[src/core/unlock_regs.vh]
/*
 constants for the programming-mode unlock block: key bytes, memory sizes and
 timing figures. assumes nothing; definitions only.
*/
`ifndef UNLOCK_REGS_VH
`define UNLOCK_REGS_VH

`define KEY_LEN          4'h8
`define KEY_BYTE_0       8'hA5
`define KEY_BYTE_1       8'h5A
`define KEY_BYTE_2       8'hA5
`define KEY_BYTE_3       8'hF0
`define KEY_BYTE_4       8'h0F
`define KEY_BYTE_5       8'h00
`define KEY_BYTE_6       8'hF1
`define KEY_BYTE_7       8'h00

`define LAST_ADDR_0      12'h1FF
`define LAST_ADDR_1      12'h3FF
`define LAST_ADDR_2      12'h7FF
`define LAST_ADDR_3      12'hFFF

`define CLK_PERIOD_PS    8000
`define MIN_STROBE_NS    1000
`define MIN_STROBE_CYC   ((`MIN_STROBE_NS * 1000 + `CLK_PERIOD_PS - 1) / `CLK_PERIOD_PS)
`define POR_WAIT_MS      50

`define MODE_ARRAY       1'b0
`define MODE_OPTION      1'b1

`endif

[src/core/otp_program_mode_unlock.v]
/*
 programming-mode unlock detector. an eight-byte key, captured on the
 crystal-input strobe, moves the part from run mode to programming mode.
 assumes rst is the power-on reset and that clk runs well faster than the
 strobe; all pin inputs are asynchronous and are synchronised here.
*/
`timescale 1ns/1ps
`default_nettype none
`include "unlock_regs.vh"

module otp_program_mode_unlock #(
   parameter [1:0] VARIANT = 2'h3
) (
   // clock and power-on reset
   input  wire        clk,
   input  wire        rst,
   // pins from the programmer
   input  wire        crystal_input_strobe,
   input  wire [7:0]  program_data_bus,
   input  wire        program_mode_select,
   input  wire        internal_reset,
   input  wire        mode_group_select,
   // state out
   output reg         program_mode,
   output reg         array_mode,
   output reg         option_mode,
   output reg         program_enable,
   output reg  [3:0]  key_progress,
   output reg  [7:0]  key_data,
   output reg  [11:0] last_address
);

   localparam ST_IDLE = 2'h0;
   localparam ST_HIGH = 2'h1;
   localparam ST_OPEN = 2'h2;

   // key byte at each position
   function [7:0] key_at;
      input [2:0] idx;
      begin
         case (idx)
            3'h0: key_at = `KEY_BYTE_0;
            3'h1: key_at = `KEY_BYTE_1;
            3'h2: key_at = `KEY_BYTE_2;
            3'h3: key_at = `KEY_BYTE_3;
            3'h4: key_at = `KEY_BYTE_4;
            3'h5: key_at = `KEY_BYTE_5;
            3'h6: key_at = `KEY_BYTE_6;
            default: key_at = `KEY_BYTE_7;
         endcase
      end
   endfunction

   function [11:0] last_for;
      input [1:0] v;
      begin
         case (v)
            2'h0: last_for = `LAST_ADDR_0;
            2'h1: last_for = `LAST_ADDR_1;
            2'h2: last_for = `LAST_ADDR_2;
            default: last_for = `LAST_ADDR_3;
         endcase
      end
   endfunction

   wire       strobe_level;
   wire       strobe_rise;
   wire       strobe_fall;

   strobe_sync u_strobe_sync (
      .clk       (clk),
      .rst       (rst),
      .strobe_in (crystal_input_strobe),
      .level     (strobe_level),
      .rise      (strobe_rise),
      .fall      (strobe_fall)
   );

   // data and control pins; two flops each, data compared with the key only at the strobe
   // rise, when it has been stable for a microsecond already
   reg [7:0]  data_meta_reg;
   reg [7:0]  data_reg;
   reg [2:0]  ctl_meta_reg;
   reg [2:0]  ctl_reg;

   always @(posedge clk or posedge rst) begin
      if (rst) begin
         data_meta_reg <= 8'h00;
         data_reg      <= 8'h00;
         ctl_meta_reg  <= 3'h1;
         ctl_reg       <= 3'h1;
      end else begin
         data_meta_reg <= program_data_bus;
         data_reg      <= data_meta_reg;
         ctl_meta_reg  <= {mode_group_select, program_mode_select, internal_reset};
         ctl_reg       <= ctl_meta_reg;
      end
   end

   wire internal_reset_s = ctl_reg[0];
   wire epm_s    = ctl_reg[1];
   wire group_s  = ctl_reg[2];

   reg [1:0] state_reg;
   reg [1:0] state_next;
   reg [3:0] count_reg;
   reg [3:0] count_next;
   reg       match_reg;
   reg       match_next;

   always @* begin
      state_next = state_reg;
      count_next = count_reg;
      match_next = match_reg;
      case (state_reg)
         ST_IDLE: begin
            // strobes only count while internal reset is low
            if (strobe_rise && !internal_reset_s) begin
               match_next = (data_reg == key_at(count_reg[2:0]));
               state_next = ST_HIGH;
            end
         end
         ST_HIGH: begin
            if (strobe_fall) begin
               state_next = ST_IDLE;
               if (!match_reg) begin
                  count_next = 4'h0;
               end else if (count_reg == `KEY_LEN - 4'h1) begin
                  count_next = `KEY_LEN;
                  state_next = ST_OPEN;
               end else begin
                  count_next = count_reg + 4'h1;
               end
            end
         end
         ST_OPEN: begin
            state_next = ST_OPEN;
         end
         default: begin
            state_next = ST_IDLE;
            count_next = 4'h0;
         end
      endcase
   end

   always @(posedge clk or posedge rst) begin
      if (rst) begin
         state_reg <= ST_IDLE;
         count_reg <= 4'h0;
         match_reg <= 1'b0;
      end else begin
         state_reg <= state_next;
         count_reg <= count_next;
         match_reg <= match_next;
      end
   end

   wire open_w = (state_next == ST_OPEN);

   always @(posedge clk or posedge rst) begin
      if (rst) begin
         program_mode   <= 1'b0;
         array_mode     <= 1'b0;
         option_mode    <= 1'b0;
         program_enable <= 1'b0;
         key_progress   <= 4'h0;
         key_data       <= 8'h00;
         last_address   <= 12'h000;
      end else begin
         program_mode   <= open_w;
         // mode groups inside programming mode
         array_mode     <= open_w && (group_s == `MODE_ARRAY);
         option_mode    <= open_w && (group_s == `MODE_OPTION);
         program_enable <= open_w && !epm_s;
         key_progress   <= count_next;
         key_data       <= data_reg;
         last_address   <= last_for(VARIANT);
      end
   end

endmodule

`default_nettype wire

[src/core/strobe_sync.v]
/*
 two-flop synchroniser with edge detection for the crystal-input strobe.
 assumes the strobe is asynchronous to clk and far slower than it.
*/
`timescale 1ns/1ps
`default_nettype none

module strobe_sync (
   // clock and reset
   input  wire       clk,
   input  wire       rst,
   // raw pin
   input  wire       strobe_in,
   // synchronised level and edges
   output reg        level,
   output wire       rise,
   output wire       fall
);

   reg meta_reg;
   reg last_reg;

   always @(posedge clk or posedge rst) begin
      if (rst) begin
         meta_reg <= 1'b0;
         level    <= 1'b0;
         last_reg <= 1'b0;
      end else begin
         meta_reg <= strobe_in;
         level    <= meta_reg;
         last_reg <= level;
      end
   end

   assign rise = level & ~last_reg;
   assign fall = ~level & last_reg;

endmodule

`default_nettype wire

[config.mk]
export PLATFORM = sky130hd
export DESIGN_NAME = otp_program_mode_unlock
export DESIGN_NICKNAME = d
export VERILOG_FILES = /design/src/core/otp_program_mode_unlock.v /design/src/core/strobe_sync.v
export VERILOG_INCLUDE_DIRS = /design/src /design/src/core
export SDC_FILE = /design/constraint.sdc
export NUM_CORES = 1
export LEC_CHECK = 0
export BUFFER_PORTS_ARGS = -buffer_cell sky130_fd_sc_hd__buf_2
export CAP_MARGIN = 25
export CELL_PAD_IN_SITES_DETAIL_PLACEMENT = 1
export CELL_PAD_IN_SITES_GLOBAL_PLACEMENT = 1
export CORE_MARGIN = 4
export CORE_UTILIZATION = 24
export CTS_CLUSTER_DIAMETER = 150
export DETAILED_ROUTE_END_ITERATION = 10
export GPL_TIMING_DRIVEN = 0
export PLACE_DENSITY_LB_ADDON = 0.1
export SLEW_MARGIN = 20
export SYNTH_ARGS = -nofsm -noshare
export SYNTH_HDL_FRONTEND = slang
export SYNTH_SLANG_ARGS = --single-unit
[constraint.sdc]
create_clock -name clk -period 3.24 [get_ports clk]
set_clock_uncertainty 0.1 [all_clocks]
set_input_delay 0.486 -clock clk [delete_from_list [all_inputs] [get_ports clk]]
set_output_delay 0.486 -clock clk [all_outputs]
set_load 0.1 [all_outputs]
Word-level counts from Yosys, hierarchy flattened
Cells that the tools add are included.
{"block": "classes", "addsub": 1, "eq_ne": 11, "n_mux": 12, "n_bitwise": 6, "reduce_logical": 12}
{"operator": "$pmux 8 s5", "count": 1}
{"operator": "$mux 8", "count": 2}
{"operator": "$mux 4", "count": 3}
{"operator": "$eq 8x8->1", "count": 1}
{"operator": "$mux 2", "count": 4}
{"operator": "$pmux 4 s2", "count": 1}
{"operator": "$eq 3x2->1 const B", "count": 2}
{"operator": "$eq 3x3->1 const B", "count": 2}
{"operator": "$pmux 2 s3", "count": 1}
{"operator": "$add 4x1->4 const B", "count": 1}
{"operator": "$eq 2x2->1 const B", "count": 2}
{"operator": "$eq 4x3->1 const B", "count": 1}
{"operator": "$logic_and 1x1->1", "count": 4}
{"operator": "$not 1->1", "count": 4}
{"operator": "$reduce_and 2->1", "count": 2}
{"operator": "$reduce_or 2->1", "count": 2}
{"operator": "$eq 3x1->1 const B", "count": 1}
{"operator": "$logic_not 3->1", "count": 1}
{"operator": "$and 1x1->1", "count": 2}
{"operator": "$eq 2x1->1 const B", "count": 1}
{"operator": "$logic_not 1->1", "count": 2}
{"operator": "$logic_not 2->1", "count": 1}
{"operator": "$ne 2x2->1 const B", "count": 1}
{"block": "word_totals", "register_bits": 45, "out_inout_bits": 28}

Longest topological paths before layout
Gate-level depths: netlist of the first run.
{"block": "depth", "ltp_word": 7, "depth_mapped": 7, "depth_no_buf": 7}

Cells and area by module
A second synthesis of the first run with hierarchy kept.
{"block": "unflattened", "cells_unflattened": 118, "area_unflattened_um2": 1656.6}
{"mod": "otp_program_mode_unlock", "n_inst": 1, "cells_per_inst": 112, "area_per_inst_um2": 1562.7, "seq_area_each_um2": 1053.5}
{"mod": "strobe_sync", "n_inst": 1, "cells_per_inst": 6, "area_per_inst_um2": 93.8, "seq_area_each_um2": 75.1}

Worst setup path after synthesis of the first run
Ideal clock, no wire load.
{"block": "synth_timing", "kind": "reg-to-reg", "start": "reg, netlist name key_progress[0]", "end": "reg match_reg", "setup_ns": 0.074, "arrival_time_ns": 2.485, "required_time_ns": 3.066, "setup_slack_ns": 0.581, "path_stages_with_launch": 7, "cell_sequence": "dfrtp_1 inv_1 ha_1 o2bb2ai_1 or3_1 a2111o_1 o21ai_2"}
{"item": "end signal, assigned", "line": "otp_program_mode_unlock.v:154", "text": "match_reg <= match_next;"}
{"item": "end, declared", "line": "otp_program_mode_unlock.v:108", "text": "reg match_reg;"}

==> flow_metrics.tcl, run 1 <==
set metrics [dict create \
    outcome "complete, no violations" \
    cts.root.buffer_cell "clkbuf_8" \
    min_period_over_period_pct 65.32 \
    grt_pass1_vias 1033 \
    net_switching_power_of_the_design_w 0.0003187 \
    cts_hold_buffers 0 \
    clock.fmax_mhz 472.5 \
    numPortBuffers 41 \
    cts_repair_resize_count 0 \
    maxCapViolations 0 \
    grt_antenna_before_repair 0 \
    globalRouteOverflowTotal 0 \
    floorplan.initialDensity_pct 24.92 \
    die_x_um 89.44 \
    layout.nets 187 \
    synthMostInstantiatedCell "dfrtp_1" \
    core_area_um2 6386 \
    design.portCount 42 \
    number_of_synthesized_register_bits 45 \
    grt_max_degree 26 \
    synthTopCellsByCount "43 x dfrtp_1, 11 x buf_4, 11 x nor2_1" \
    routabilityCongestion 0.7563 \
    multiInputGateArea_um2 350.3 \
    synth_edf_count 0 \
    tritoncts "built" \
    clk_latency_ns 0.29 \
    wirelength_mm 3.148 \
    dominantRegCellSynth "dfrtp_1" \
    critical_path.reg2reg.startpoint "key_progress[0]" \
    vdd_drop_max_v 0.0002277 \
    yosys.cell_types.count 28 \
    hold_path_class "in -> async" \
    cts_buffers 5 \
    power_report.internal_total_w 0.0008657 \
    grtUsageTotal_pct 8.597 \
    design_area_um2 2033 \
    worstSetupStartpointType "flip-flop" \
    cts.reportedPaths.clkPinSlew_ns 0.08 \
    detail-route-antenna-nets 0 \
    post_cts.repair.setup_buffers 0 \
    fill_cells 710 \
    drt-pass1-iter-count 4 \
    crit_path_arrival_time_ns 2.23 \
    finalSetupViolations 0 \
    route.vias.total 995 \
    violation_count_after_the_first_detailed_routing_iteration 22 \
    critPathMaxFanout 11 \
    detail_route.drc_violations 0 \
    critical_path.startpoint "key_progress[0]" \
    clkPwrFrac_pct 36.5 \
    cpMaxStageDelayCell "dfrtp_1" \
    synth_top_area_share_pct 67.61 \
    worst_setup_path_end_kind "flip-flop" \
    min_period_ns 2.116 \
    finalHoldViolations 0 \
    synthDominantAreaCellType "dfrtp_1" \
    reg2regPathDepth 6 \
    seqPwrFrac_pct 50.4 \
    power.leakage_nw 0.9976 \
    synth_async_sr_flop_share_pct 100.0 \
    syn-mean-instance-area_um2 13.37 \
    area_growth_syn_to_layout_pct 27.75 \
    ant_diodes 0 \
    fin_worst_hold_slack_ns 0.1019 \
    pwr_density_cell_nw_per_um2 582.5 \
    clk_sinks 45 \
    critical_path.cell_chain "inv_1 -> ha_1 -> o2bb2ai_1 -> or3_1 -> a2111o_1 -> o21ai_2" \
    design.die.area_um2 7999 \
    cell_area_after_synthesis_um2 1592 \
    synth_nets 138 \
    post_route_cells_drive_above_1_share_pct 38.46 \
    synth_warnings 0 \
    cts_max_path_buffers 2 \
    synth_seq_area_share_pct 70.91 \
    avgRoutedWirePerCell_um 12.80 \
    dpl.hpwl_mm 2.433 \
    ctsHtreeMaxLevel 2 \
    slowest_delay_ns 0.55 \
    placement.cell_area_um2 1913 \
    rsz0062_at_grt "false" \
    routed_via_density 4.045 \
    grt_pass1_wl_mm 5.057 \
    synthTopCellsByArea "dfrtp_1 68%, buf_4 5.2%, ha_1 3.9%" \
    synth_cells 119 \
    switching_share_pct 26.91 \
    crit_type "reg -> reg" \
    placementRows 29 \
    fp.dieH_um 89.44 \
    cp.required_ns 3.36 \
    tns_ns 0 \
    timing_max_transition_violations_final 0 \
    comb_power_share_pct 13.0 \
    seqCellArea_um2 1129 \
]
==> critical path: cells and delay by family, from the launching register on <==
kind / cells / cell delay (ns)
fa+ha+maj: 1 / 0.25
buf+inv: 1 / 0.16
compound gates: 3 / 0.69
simple gates: 1 / 0.31
flops: 1 / 0.55
==> power groups by stage <==
stage | sequential [W] | combinational [W] | clock (W)
floorplan | 0.000649 | 0.0000821 | 0
finish | 0.000597 | 0.000154 | 0.000433
CTS | 0.000598 | 0.000157 | 0.000460
detailed placement | 0.000609 | 0.000157 | 0
global route | 0.000601 | 0.000163 | 0.000480
global placement | 0.000608 | 0.000151 | 0
==> cells in the final DEF, fill, tap and decap left out <==
cell type    n
a2111o_1     1
a21o_1       1
a21oi_1      3
a22o_1       1
a22oi_1      2
a31oi_1      1
and2_1       3
buf_12       1
buf_2       41
buf_4       11
bufinv_16    1
clkbuf_8     6
clkinvlp_4   1
conb_1       1
dfrtp_1     43
dfstp_2      2
ha_1         5
inv_1        7
inv_2        1
mux2i_1      2
nand2_1      5
nand2b_1     2
nand3_1      1
nand3b_1     1
nand4_1      2
nor2_1      11
nor2b_1      2
nor3_1       2
o21ai_0      2
o21ai_2      1
o22ai_1      2
o2bb2ai_1    1
or3_1        2
xnor2_1      1
==> per-stage QoR <==
step / instances / util [%] / power, W / setup WS (ns)
after floorplan: 119 / - / 0.0007311 / 0.5811
after global placement: 237 / 29.64 / 0.0007592 / 1.035
after detailed placement: 238 / 29.96 / 0.0007659 / 1.123
after CTS: 246 / 31.84 / 0.001215 / 1.095
after global routing: 246 / 31.84 / 0.001243 / 0.9828
final: 246 / 31.84 / 0.001184 / 1.124
==> path summary, 6_finish.rpt <==
check,to,slack [ns]
max in group asynchronous,ctl_reg[0],2.37
hold / removal,data_meta_reg[7],0.10
hold reg to reg,ctl_reg[1],0.25
min in group clk,ctl_meta_reg[0],0.19
setup reg to reg,match_reg,1.12
setup / recovery,match_reg,1.12
==> routing by layer <==
| layer | vias to the layer above | part of all wire, % | track usage (%) |
|---|---|---|---|
| li1 | 475 | - | - |
| met1 | 502 | 40 | 9.655 |
| met2 | 16 | 54 | 14.60 |
| met3 | 2 | 5.0 | 3.226 |
| met4 | 0 | 0.92 | 3.654 |
| met5 | - | 0 | 0 |
==> layout make-up <==
type	instances	share of cell area [%]
Buffer	11	4.062
Sequential cell	45	55.51
Clock inverter	2	1.846
Clock buffer	6	4.062
Inverter	8	1.477
Multi-Input combinational cell	55	17.23
Tap cell	77	4.738
Timing Repair Buffer	42	11.08
==> kinds of logic after synthesis <==
kind of cell,Yosys count,share of synthesized area (%)
XOR/XNOR,1,0.5504
AO/OA/AOI/OAI,15,6.525
multiplexers,2,1.258
AND/OR/NAND/NOR,31,9.512
flip-flops,45,70.91
other,1,0.2356
buffers and inverters,19,7.076
adder cells (fa/ha/maj),5,3.931
Power figures use the tool's default switching activity.
==> run 2, diff against run 1 <==
==> constraint.sdc (replaced) <==
create_clock -name clk -period 2 [get_ports clk]
set_clock_uncertainty 0.1 [all_clocks]
set_input_delay 0.3 -clock clk [delete_from_list [all_inputs] [get_ports clk]]
set_output_delay 0.3 -clock clk [all_outputs]
set_load 0.1 [all_outputs]
==> flow_metrics.tcl, run 2 (synthesis gave the netlist of run 1 again) <==
set metrics [dict create \
    detail_route.drc_violations 0 \
    post_route_cells_drive_above_1_share_pct 41.94 \
    cp_top_family "compound AO/OA/AOI/OAI gates" \
    drt-pass1-iter-count 3 \
    reg2regPathDepth 6 \
    layout.cells.most_common "buf_2" \
    rr_endpoint "match_reg" \
    dpl.hpwl_mm 2.448 \
    cts_buffers 5 \
    hold_path_class "reg -> reg" \
    rsz0062_at_grt "false" \
    dp.cells 238 \
    power.leakage_nw 1.064 \
    maxUsedRoutingLayer "met4" \
    grt_antenna_before_repair 0 \
    layout.nets 204 \
    detail_route.wirelength.met1_mm 1.290 \
    cpMaxStageDelayCell "dfrtp_4" \
    worstSetupStartpointType "flip-flop" \
    critical_path.reg2reg.startpoint "key_progress[1]" \
    maxCapViolations 0 \
    finish.utilization_pct 34.86 \
    crit_type "reg -> reg" \
    met2_length_mm 1.745 \
    crit_path_arrival_time_ns 2.02 \
    cts.reportedPaths.clkPinSlew_ns 0.08 \
    cts.root.buffer_cell "clkbuf_8" \
    clock.fmax_mhz 527.8 \
    grt_pass1_vias 1114 \
    violation_count_after_the_first_detailed_routing_iteration 15 \
    route.vias.total 1080 \
    power.total_w 0.001816 \
    routed_via_density 4.106 \
    min_period_ns 1.895 \
    area_growth_syn_to_layout_pct 39.86 \
    routabilityCongestion 0.7884 \
    worst_hold_startpoint "ctl_meta_reg[1]" \
    finalSetupViolations 0 \
    mostFrequentLayoutCells "41 x buf_2, 40 x dfrtp_1, 13 x buf_4, 13 x dlygate4sd3_1, 10 x nor2_1" \
    avgRoutedWirePerCell_um 12.35 \
    critical_path.cell_chain "ha_4 -> nor2_2 -> o2bb2ai_2 -> or3_1 -> a2111o_1 -> o21ai_2" \
    min_period_over_period_pct 94.74 \
    design.die.area_um2 7999 \
    cp.required_ns 2.12 \
    ctsHtreeMaxLevel 2 \
    ant_diodes 0 \
    layout.cells.non_filler 263 \
    clk_sinks 45 \
    globalRouteOverflowTotal 0 \
    numPortBuffers 41 \
    floorplan.initialDensity_pct 24.92 \
    cts_max_path_buffers 2 \
    tritoncts "built" \
    worst_setup_path_end_kind "flip-flop" \
    grt_max_degree 26 \
    core_area_um2 6386 \
    slowest_delay_ns 0.53 \
    min_path_cells 0 \
    die_x_um 89.44 \
    wirelength_mm 3.248 \
    grt_pass1_wl_mm 5.313 \
    fp.dieH_um 89.44 \
    critPathMaxFanout 7 \
    whs_endpoint "ctl_reg[1]" \
    clk_latency_ns 0.29 \
    reg2reg_slack_ns 0.11 \
    timing_max_transition_violations_final 0 \
    placementRows 29 \
    finalHoldViolations 0 \
    timing.critical_path.buf_inv 0 \
    met3WireLength_um 146 \
    detail-route-antenna-nets 0 \
    vdd_drop_max_v 0.0003930 \
    pwr_density_cell_nw_per_um2 816.0 \
    outcome "complete, no violations" \
    grtUsageTotal_pct 8.986 \
    design.portCount 42 \
]
-- run 2: cell types whose count changed in the layout (fill, tap and decap cells not counted), moves of 2 or more --
cell           previous run  this run
ha_1                      5         2
dfrtp_4                   0         3
dfrtp_1                  43        40
ha_2                      0         2
dlygate4sd3_1             0        13
inv_1                     7         5
buf_4                    11        13
-- run 2: worst max-delay path by stage --
stage / end / startpoint / cells after the start
floorplan: match_reg / key_progress[0] / 6
global placement: key_progress[0] / rst / 2
detailed placement: match_reg / key_progress[0] / 6
CTS: match_reg / key_progress[1] / 6
global route: match_reg / key_progress[1] / 7
finish: match_reg / key_progress[1] / 6
-- run 2: cell type report --
type,count,area (µm²)
Tap cell,77,96.34
Multi-Input combinational cell,55,376.6
Sequential cell,45,1140
Fill cell,707,4160
Timing Repair Buffer,59,401.6
Clock inverter,2,13.76
Inverter,8,32.53
Buffer,11,82.58
Clock buffer,6,82.58
-- run 2: routing by layer --
| layer | track usage [%] | vias up |
|---|---|---|
| met5 | 0 | - |
| met3 | 3.041 | 6 |
| met1 | 10.65 | 544 |
| li1 | - | 510 |
| met2 | 14.74 | 20 |
| met4 | 4.060 | 0 |
-- run 2: stage by stage --
step	setup WS [ns]	area, µm²	hold WS, ns	setup TNS, ns
2_1_floorplan	-0.03047	1623	0.2045	-0.03047
3_3_place_gp	-0.2134	1924	0.2331	-0.6400
3_5_place_dp	-0.03000	1952	0.2362	-0.03000
4_1_cts	0.001956	2187	0.001543	0
5_1_grt	0.004236	2226	0.2606	0
6_report	0.1053	2226	0.2527	0
-- run 2: timing repair --
action	4_1_cts	5_1_grt
buffers inserted	3	1
hold buffers	12	1
pin swaps	0	2
resized for setup	0	2
endpoints found under the setup margin	1	1
endpoints found under the hold margin	31	1
-- run 2: where the power goes --
part / switching (W) / internal [W] / leakage, nW
Combinational: 0.000204 / 0.0000677 / 0.473
Sequential: 0.0000194 / 0.000948 / 0.540
Clock: 0.000297 / 0.000280 / 0.0512
Total: 0.000521 / 0.00130 / 1.06
